===== src/core/sar_adc_control_map.vh =====
`ifndef SAR_ADC_CONTROL_MAP_VH
`define SAR_ADC_CONTROL_MAP_VH

// ****************************************************************
// Register indices (byte address = index * 4)
// ****************************************************************
`define IDX_CONV_CTRL       8'h1c
`define IDX_CONV_TIMING     8'h1d
`define IDX_RESULT_LOW_STAT 8'h1e
`define IDX_RESULT_HIGH     8'h1f

// ****************************************************************
// Reset values
// ****************************************************************
`define RST_CONV_CTRL       8'h10
`define RST_CONV_TIMING     6'h00
`define RST_RESULT          10'h000

// ****************************************************************
// Field positions
// ****************************************************************
`define CTRL_START_BIT      7
`define CTRL_MODE_HI        6
`define CTRL_MODE_LO        5
`define CTRL_AIN_DIS_BIT    4
`define CTRL_CHAN_HI        3
`define TIM_LADDER_BIT      5
`define TIM_CODE_HI         3
`define TIM_CODE_LO         1
`define TIM_FIELD_HI        5
`define STAT_EOC_BIT        5
`define STAT_BUSY_BIT       4

// ****************************************************************
// Operating modes
// ****************************************************************
`define MODE_DISABLED       2'h0
`define MODE_SINGLE         2'h1
`define MODE_RESERVED       2'h2
`define MODE_REPEAT         2'h3

// ****************************************************************
// Conversion times in I_CLK_SYS clock periods
// ****************************************************************
`define CONV_CYC_000        11'd39
`define CONV_CYC_010        11'd78
`define CONV_CYC_011        11'd156
`define CONV_CYC_100        11'd312
`define CONV_CYC_101        11'd624
`define CONV_CYC_110        11'd1248
`define CONV_CYC_RESERVED   11'd1248
`define CONV_SLOTS          11'd11
`define SAR_MSB_CODE        10'h200
`define SAR_LAST_SLOT       4'd10

`endif


===== src/core/sar_adc_control.v =====
`timescale 1ns/1ps
`default_nettype none
`include "sar_adc_control_map.vh"

module sar_adc_control (
  input  wire        I_CLK_SYS,
  input  wire        I_RST,
  input  wire        I_PSEL,
  input  wire        I_PENABLE,
  input  wire        I_PWRITE,
  input  wire [9:0]  I_PADDR,
  input  wire [31:0] I_PWDATA,
  output reg  [31:0] O_PRDATA,
  output wire        O_PREADY,
  output wire        O_PSLVERR,
  input  wire        I_STANDBY,
  input  wire        I_COMP,
  output reg         O_SAMPLE,
  output reg  [9:0]  O_DAC_CODE,
  output wire        O_LADDER_ON,
  output wire [3:0]  O_CHANNEL,
  output wire        O_AIN_DISABLE,
  output reg         O_CONV_DONE_IRQ
);

  // ****************************************************************
  // Local definitions
  // ****************************************************************
  localparam [1:0] ST_IDLE = 2'b00;
  localparam [1:0] ST_CONV = 2'b01;

  function [10:0] conv_cycles;
    input [2:0] code;
    begin
      case (code)
        3'h0:    conv_cycles = `CONV_CYC_000;
        3'h2:    conv_cycles = `CONV_CYC_010;
        3'h3:    conv_cycles = `CONV_CYC_011;
        3'h4:    conv_cycles = `CONV_CYC_100;
        3'h5:    conv_cycles = `CONV_CYC_101;
        3'h6:    conv_cycles = `CONV_CYC_110;
        default: conv_cycles = `CONV_CYC_RESERVED;
      endcase
    end
  endfunction

  function reg_hit;
    input [9:0] addr;
    input [7:0] idx;
    begin
      reg_hit = (addr[9:2] == idx) && (addr[1:0] == 2'b00);
    end
  endfunction

  // ****************************************************************
  // State
  // ****************************************************************
  reg        start_bit;
  reg [1:0]  mode;
  reg        ain_disable;
  reg [3:0]  channel_select;
  reg [5:0]  timing;
  reg [9:0]  result;
  reg        eoc;
  reg        busy;
  reg [1:0]  state;
  reg [10:0] elapsed;
  reg [10:0] total;
  reg [10:0] step;
  reg [10:0] slot_cnt;
  reg [3:0]  slot;
  reg [9:0]  sar;
  reg        comp_meta;
  reg        comp_sync;
  reg        next_eoc;
  reg [1:0]  next_state;
  reg        next_busy;
  reg [7:0]  read_mux;

  wire apb_setup  = I_PSEL & ~I_PENABLE;
  wire apb_access = I_PSEL & I_PENABLE;
  wire hit_ctrl   = reg_hit(I_PADDR, `IDX_CONV_CTRL);
  wire hit_timing = reg_hit(I_PADDR, `IDX_CONV_TIMING);
  wire hit_status = reg_hit(I_PADDR, `IDX_RESULT_LOW_STAT);
  wire hit_high   = reg_hit(I_PADDR, `IDX_RESULT_HIGH);
  wire mapped     = hit_ctrl | hit_timing | hit_status | hit_high;
  wire wr_en      = apb_access & I_PWRITE & mapped & ~I_STANDBY;
  wire rd_high    = apb_access & ~I_PWRITE & hit_high;

  wire mode_run   = (mode == `MODE_SINGLE) || (mode == `MODE_REPEAT);
  wire start_go   = (state == ST_IDLE) & start_bit & mode_run;
  wire abort      = (state == ST_CONV) & ~mode_run;
  wire slot_end   = (state == ST_CONV) & (slot <= `SAR_LAST_SLOT) & (slot_cnt == step - 11'd1);
  wire conv_end   = (state == ST_CONV) & ~abort & (elapsed == total - 11'd1);
  wire [9:0] next_trial = `SAR_MSB_CODE >> slot;
  wire [9:0] decided    = comp_sync ? O_DAC_CODE : sar;
  wire [10:0] load_total = conv_cycles(timing[`TIM_CODE_HI:`TIM_CODE_LO]);

  assign O_PREADY      = 1'b1;
  assign O_PSLVERR     = apb_access & ~mapped;
  assign O_CHANNEL     = channel_select;
  assign O_AIN_DISABLE = ain_disable;
  assign O_LADDER_ON   = timing[`TIM_LADDER_BIT] | busy;

  // ****************************************************************
  // Comparator synchroniser
  // ****************************************************************
  always @(posedge I_CLK_SYS) begin
    if (I_RST) begin
      comp_meta <= 1'b0;
      comp_sync <= 1'b0;
    end else begin
      comp_meta <= I_COMP;
      comp_sync <= comp_meta;
    end
  end

  // ****************************************************************
  // Control registers
  // ****************************************************************
  // Standby wins over any write in the same cycle
  always @(posedge I_CLK_SYS) begin
    if (I_RST || I_STANDBY) begin
      {start_bit, mode, ain_disable, channel_select} <= `RST_CONV_CTRL;
    end else begin
      if (wr_en && hit_ctrl) begin
        mode           <= I_PWDATA[`CTRL_MODE_HI:`CTRL_MODE_LO];
        ain_disable    <= I_PWDATA[`CTRL_AIN_DIS_BIT];
        channel_select <= I_PWDATA[`CTRL_CHAN_HI:0];
        start_bit      <= I_PWDATA[`CTRL_START_BIT];
      end else if (start_go || !mode_run) begin
        start_bit <= 1'b0;
      end
    end
  end

  // ****************************************************************
  // Timing register
  // ****************************************************************
  always @(posedge I_CLK_SYS) begin
    if (I_RST || I_STANDBY) begin
      timing <= `RST_CONV_TIMING;
    end else if (wr_en && hit_timing) begin
      timing <= I_PWDATA[`TIM_FIELD_HI:0];
    end
  end

  // ****************************************************************
  // End flag
  // ****************************************************************
  // Completion in the cycle of a clearing read or start keeps the flag set
  always @* begin
    next_eoc = eoc;
    if (rd_high || start_go) begin
      next_eoc = 1'b0;
    end
    if (conv_end) begin
      next_eoc = 1'b1;
    end
  end

  // ****************************************************************
  // Conversion state
  // ****************************************************************
  always @* begin
    next_state = state;
    next_busy  = busy;
    case (state)
      ST_IDLE: begin
        if (start_go) begin
          next_state = ST_CONV;
          next_busy  = 1'b1;
        end
      end
      ST_CONV: begin
        if (abort) begin
          next_state = ST_IDLE;
          next_busy  = 1'b0;
        end else if (conv_end && (mode != `MODE_REPEAT)) begin
          next_state = ST_IDLE;
          next_busy  = 1'b0;
        end
      end
      default: begin
        next_state = ST_IDLE;
        next_busy  = 1'b0;
      end
    endcase
  end

  always @(posedge I_CLK_SYS) begin
    if (I_RST || I_STANDBY) begin
      state <= ST_IDLE;
      busy  <= 1'b0;
    end else begin
      state <= next_state;
      busy  <= next_busy;
    end
  end

  // ****************************************************************
  // Conversion timer
  // ****************************************************************
  // Slot length rounds down, so all slots end before the total time
  always @(posedge I_CLK_SYS) begin
    if (I_RST || I_STANDBY) begin
      elapsed <= 11'd0;
      total   <= `CONV_CYC_000;
      step    <= 11'd1;
    end else if (start_go) begin
      elapsed <= 11'd0;
      total   <= load_total;
      step    <= load_total / `CONV_SLOTS;
    end else if (conv_end) begin
      elapsed <= 11'd0;
    end else if (state == ST_CONV) begin
      elapsed <= elapsed + 11'd1;
    end
  end

  // ****************************************************************
  // Result and completion pulse
  // ****************************************************************
  // Result moves only on completion or reset/standby, so an abort leaves it untouched
  always @(posedge I_CLK_SYS) begin
    if (I_RST || I_STANDBY) begin
      result          <= `RST_RESULT;
      eoc             <= 1'b0;
      O_CONV_DONE_IRQ <= 1'b0;
    end else begin
      eoc             <= next_eoc;
      O_CONV_DONE_IRQ <= conv_end;
      if (conv_end) begin
        result <= sar;
      end
    end
  end

  // ****************************************************************
  // Approximation slots
  // ****************************************************************
  always @(posedge I_CLK_SYS) begin
    if (I_RST || I_STANDBY) begin
      slot_cnt   <= 11'd0;
      slot       <= 4'd0;
      sar        <= 10'h000;
      O_SAMPLE   <= 1'b0;
      O_DAC_CODE <= 10'h000;
    end else begin
      case (state)
        ST_IDLE: begin
          if (start_go) begin
            slot_cnt   <= 11'd0;
            slot       <= 4'd0;
            sar        <= 10'h000;
            O_SAMPLE   <= 1'b1;
            O_DAC_CODE <= 10'h000;
          end
        end
        ST_CONV: begin
          if (abort) begin
            O_SAMPLE   <= 1'b0;
            O_DAC_CODE <= 10'h000;
          end else if (conv_end) begin
            if (mode == `MODE_REPEAT) begin
              slot_cnt   <= 11'd0;
              slot       <= 4'd0;
              sar        <= 10'h000;
              O_SAMPLE   <= 1'b1;
              O_DAC_CODE <= 10'h000;
            end else begin
              O_DAC_CODE <= 10'h000;
            end
          end else if (slot_end) begin
            slot_cnt <= 11'd0;
            slot     <= slot + 4'd1;
            if (slot == 4'd0) begin
              O_SAMPLE   <= 1'b0;
              O_DAC_CODE <= `SAR_MSB_CODE;
            end else begin
              sar <= decided;
              if (slot < `SAR_LAST_SLOT) begin
                O_DAC_CODE <= decided | next_trial;
              end else begin
                O_DAC_CODE <= decided;
              end
            end
          end else begin
            slot_cnt <= slot_cnt + 11'd1;
          end
        end
        default: begin
          O_SAMPLE   <= 1'b0;
          O_DAC_CODE <= 10'h000;
        end
      endcase
    end
  end

  // ****************************************************************
  // Read path
  // ****************************************************************
  // Captured in the setup phase so read data come from a register
  always @* begin
    read_mux = 8'h00;
    if (hit_ctrl) begin
      read_mux = {start_bit, mode, ain_disable, channel_select};
    end else if (hit_timing) begin
      read_mux = {2'b00, timing};
    end else if (hit_status) begin
      read_mux = {result[1:0], eoc, busy, 4'h0};
    end else if (hit_high) begin
      read_mux = result[9:2];
    end
  end

  always @(posedge I_CLK_SYS) begin
    if (I_RST) begin
      O_PRDATA <= 32'h0000_0000;
    end else if (apb_setup && !I_PWRITE) begin
      O_PRDATA <= {24'h00_0000, read_mux};
    end
  end

endmodule // sar_adc_control

`default_nettype wire


===== config.mk =====
export PLATFORM = sky130hd
export DESIGN_NAME = sar_adc_control
export DESIGN_NICKNAME = d
export VERILOG_FILES = /design/src/core/sar_adc_control.v
export VERILOG_INCLUDE_DIRS = /design/src /design/src/core
export SDC_FILE = /design/constraint.sdc
export NUM_CORES = 1
export LEC_CHECK = 0
export BUFFER_PORTS_ARGS = -buffer_cell sky130_fd_sc_hd__buf_2
export CORE_MARGIN = 8
export CORE_UTILIZATION = 52
export DETAILED_ROUTE_END_ITERATION = 8
export PLACE_DENSITY = 0.76
export SYNTH_ARGS = -nofsm -noshare
export SYNTH_HDL_FRONTEND = slang
export SYNTH_SLANG_ARGS = --single-unit

===== constraint.sdc =====
create_clock -name I_CLK_SYS -period 4.2 [get_ports I_CLK_SYS]
set_clock_uncertainty 0.05 [all_clocks]
set_input_delay 0.21 -clock I_CLK_SYS [delete_from_list [all_inputs] [get_ports I_CLK_SYS]]
set_output_delay 0.21 -clock I_CLK_SYS [all_outputs]
set_load 0.05 [all_outputs]

After elaboration in Yosys (flattened, before gate mapping) --
Index checks and enable logic that the tools add are counted.
Storage, ports and cells: bits of input ports 49, flip-flop bits (word level) 108, output and inout port bits 52, word-level logic and storage cells 156
Operators by class: shift operators 1, eq/ne operators 23, add/subtract/negate cells 5, bitwise gates (word level) 26, divide/modulo/power cells 1, mux-type cells 49, reductions and logical operators 28, magnitude comparators 2
Operator list (number):
- $mux W10 | 12
- $mux W11 | 5
- $pmux W11 S5 | 1
- $pmux W10 S2 | 2
- $eq A8 B5 Y1 const B | 4
- $mux W8 | 4
- $add A11 B1 Y11 const B | 2
- $eq A11 B11 Y1 | 2
- $pmux W11 S2 | 1
- $sub A11 B1 Y11 const B | 2
- $mux W4 | 5
- $and A1 B1 Y1 | 15
- $mux W1 | 12
- $div A11 B4 Y11 const B | 1
- $or A10 B10 Y10 | 1
- $shr A10 B4 Y10 const A | 1
- $ne A3 B3 Y1 const B | 3
- $logic_and A1 B1 Y1 | 8
- $ne A4 B3 Y1 const B | 2
- $pmux W4 S2 | 1
- $reduce_and A4 Y1 | 2
- $eq A3 B2 Y1 const B | 2
- $eq A3 B3 Y1 const B | 2
- $mux W2 | 3
- other kinds (22) | 42

Logic depth before layout (Yosys ltp) --
depth after elaboration 11, mapped depth 20, gate-level depth less buffers 17

Worst setup path after synthesis --
Ideal clock, no wire load.
kind register to register, from register timing[3], to register step[0], path buffers 3, library setup time 0.132 ns, path slack -0.123 ns, arrival time 4.141 ns, period minus slack after synthesis 4.323 ns, cell stages (with the launch flop) 18, cell sequence dfxtp_1 buf_4 buf_2 inv_1 ha_1 clkbuf_1 o31ai_1 a22oi_1 nand2_1 o221a_2 nor4_1 a211oi_1 o41a_1 xnor2_1 ha_1 or4b_1 o32ai_1 o21ai_1
Between the ends: cells in the longest elaborated chain, start to end 3, elaborated cells on any way between the ends 7, classes of those cells 1 x div; 4 x eq/ne; 1 x mux; 1 x reduce/logical
Ends and longest elaborated chain:
- start: declaration | line sar_adc_control.v:62 | reg [5:0] timing;
- start signal: assignment | line sar_adc_control.v:142 | timing <= `RST_CONV_TIMING;
- start signal: assignment | line sar_adc_control.v:144 | timing <= I_PWDATA[`TIM_FIELD_HI:0];
- $eq A3 B3 Y1 (tied with other cells) | line sar_adc_control.v:35 | case (code)
- $pmux W11 S5 * | line sar_adc_control.v:35
- $div A11 B4 Y11 (no line) *
- end signal: assignment | line sar_adc_control.v:213 | step <= load_total / `CONV_SLOTS;
- end: declaration | line sar_adc_control.v:69 | reg [10:0] step;
Every way passes the cells marked *; elsewhere a longest branch is shown, timed or not. A chain may end at the register's enable or synchronous reset.

Final worst setup path --
from register timing[2], to register step[0]
Same word-level chain as after synthesis.

==> run metrics <==
initial antenna violation count=0; fmax=244 MHz; DRT Wirelength=15.7 mm; 1st-iter DRT viols=437; clock slew at reported path FFs=0.08 ns; ant diodes=0; fillers=1077; setup ws final=0.104 ns; Final ANT Viol Nets=0; post-synthesis cell area=6260 um2; Final nets=901; clk_lat worst skew=0.36 ns; outcome=finished, final reports clean; Core Util, Final=60.7%; sequential cell area fraction in the yosys report=32.9%; EDFF count, synth=0; maxcap violations=0; Pleak=2.90 nW; dpl hpwl=11.4 mm; Worst Setup End Kind=flop; syn_area_per_cell=8.03 um2; Final Non-Filler Cells=989; min Tclk post-route=4.10 ns; Area Overhead vs Synth=15.0%; Syn Inst Count=779; Power per Cell Area=270 nW/um2; first-pass GRT wire length=25.3 mm; Startpoint Class=flop; die area=15800 um2; drt drc=0; Crit-path slowest cell=or4b_1; WP data required=4.39 ns; core area=11900 um2; Final Max Slew Viols=0; Slew HR=42.2%; setup violators final=0; Starting Density=52.8%; Final GP Congestion=0.920; CTS sink cnt=103; flops & latches, synth=103; Main synth FF type=dfxtp_1; HP Class=in -> reg; GRT overflow=0; All-Layer GR Usage=19.2%; via/cell ratio=5.83; I/O pin count=101; clk root buf=clkbuf_16; most frequent cells in the layout=nor2_1 (120), dfxtp_1 (102), nand2_1 (61), buf_2 (51), mux2i_1 (42); Die Ht=126 um; Detailed Routing Iterations Pass 1=5; Worst-Margin Slew=0.860 ns; H-tree levels=3; largest net degree at the start of global routing=56; commonest non-fill, non-tap cell in the layout=nor2_1; area taken by multi-input logic gates=3990 um2; fin crit share=97.5%; via count=5766; crit path max fanout=5; Warnings, synthesis=0; Hold Slack=0.0420 ns; Port Buffers=51; number of global-route vias before repair=5361; total CTS buffers=9; slowest stage delay, CP=0.46 ns; worst slack at placement=0.0126 ns; CTS max path bufs=2; register area=2060 um2; CTS tree=yes; Critical Setup Path Class=reg -> reg; ys async rst share=0%; WP data arrival=4.29 ns; CP cell instances=inv_1 > ha_4 > and2b_2 > xnor2_2 > o21a_2 > a211oi_4 > o22ai_2 > nor4_2 > a211oi_2 > o41a_1 > xnor2_1 > ha_1 > or4b_1 > o32ai_2 > o21ai_1; Peak VDD IR=0.244 mV; Routed WL per cell=15.8 um; die width=126 um; layout cells sized above 1=17.8%; Cell variety after synth=77; final hold viol count=0; placed cells=968; Placement Rows=40
## logic make-up after synthesis
group,after synthesis,synth area share [%]
and+or+nand+nor,309,23.6
buffers and inverters,87,7.06
adders and majority gates,15,3.00
DFF,103,32.9
other,2,0.120
xor gates and xnor gates,53,7.42
muxes,47,7.98
AOI/OAI and AO/OA,163,17.9
## power breakdown
| part | switching (W) | leakage, nW | internal (W) |
|---|---|---|---|
| registers | 0.00000221 | 0.830 | 0.000976 |
| clock network | 0.000437 | 0.154 | 0.000433 |
| logic | 0.0000816 | 1.91 | 0.0000169 |
## worst max-delay path: cells and delay by family (launching register included)
kind	cells	cell delay [ns]
adder cells (fa/ha/maj)	2	0.59
AO/OA/AOI/OAI	7	1.51
XOR/XNOR	2	0.30
AND/OR/NAND/NOR	3	1.08
buffers and inverters	1	0.09
flip-flops	1	0.35
## final timing paths
| path | to | cells past startpoint | start | slack, ns |
|---|---|---|---|---|
| max | step[0] | 15 | timing[2] | 0.10 |
| min | O_AIN_DISABLE | 3 | I_PWDATA[4] | 0.04 |
| max reg2reg | step[0] | 15 | timing[2] | 0.10 |
| min reg2reg | comp_sync | 1 | comp_meta | 0.41 |
## cells in the mapped netlist (3+ instances only)
cell / count / area, um2
inv_1: 17 / 63.8
o21ai_0: 39 / 195
xor2_1: 25 / 219
nand3b_1: 6 / 45.0
clkbuf_1: 32 / 120
buf_1: 4 / 15.0
a31oi_1: 8 / 50.1
nor2b_1: 5 / 31.3
nor2_1: 122 / 458
mux2i_1: 42 / 420
a211oi_1: 7 / 52.6
dfxtp_1: 103 / 2060
a32oi_1: 3 / 26.3
xnor2_1: 28 / 245
a22oi_1: 17 / 128
nor4b_1: 4 / 35.0
buf_4: 27 / 203
nor4_1: 4 / 25.0
nand4_1: 8 / 50.1
ha_1: 15 / 188
and2_1: 3 / 18.8
nand3_1: 25 / 125
or2_2: 5 / 31.3
nand2b_1: 16 / 100
nor3_1: 19 / 95.1
a22o_1: 9 / 78.8
buf_2: 4 / 20.0
or3_1: 7 / 43.8
a211o_1: 3 / 26.3
a21oi_1: 31 / 155
nor3b_1: 4 / 30.0
and3_1: 8 / 50.1
o211ai_1: 5 / 37.5
o22ai_1: 3 / 18.8
nand2_1: 61 / 229
o31ai_1: 4 / 30.0
## per-stage QoR
stage	total power (W)	area (um2)	TNS [ns]
2_1_floorplan	0.00110	6350	0
3_3_place_gp	0.00110	6690	0
3_5_place_dp	0.00110	6690	0
4_1_cts	0.00196	7020	0
5_1_grt	0.00200	7200	-0.103
6_report	0.00195	7200	0
## per-layer routing
metal / track usage, % / wire [um]
met1: 23.8 / 7230
met2: 31.1 / 7220
met3: 5.61 / 951
met4: 6.45 / 248
met5: 0 / 0
## repair_timing
action                                 4_1_cts  5_1_grt
endpoints found under the hold margin        1        0
gates cloned                                 0        0
hold buffers                                 1        0
buffers inserted                             0        4
setup endpoints to repair                    1        1
pin swaps                                    0        8
gates resized for setup                      1       27
## layout make-up
cell class                 instances  area share, %
clock buffer                       9           3.13
clock inverter                     7           1.30
inverter                          18          0.939
multi-input combinational        612           55.4
sequential                       103           28.7
tap                              147           2.56
timing repair buffer              93           8.01
## flip-flops by register name, indices dropped and copies added, names as in the netlist
name             flops
O_AIN_DISABLE        1
O_CHANNEL            4
O_CONV_DONE_IRQ      1
O_DAC_CODE          10
O_PRDATA             8
O_SAMPLE             1
busy                 1
comp_meta            1
comp_sync            1
elapsed             11
eoc                  1
mode                 2
result              10
sar                 10
slot                 4
slot_cnt            11
start_bit            1
step                 8
timing               6
total               11
Power figures use the tool's default switching activity.
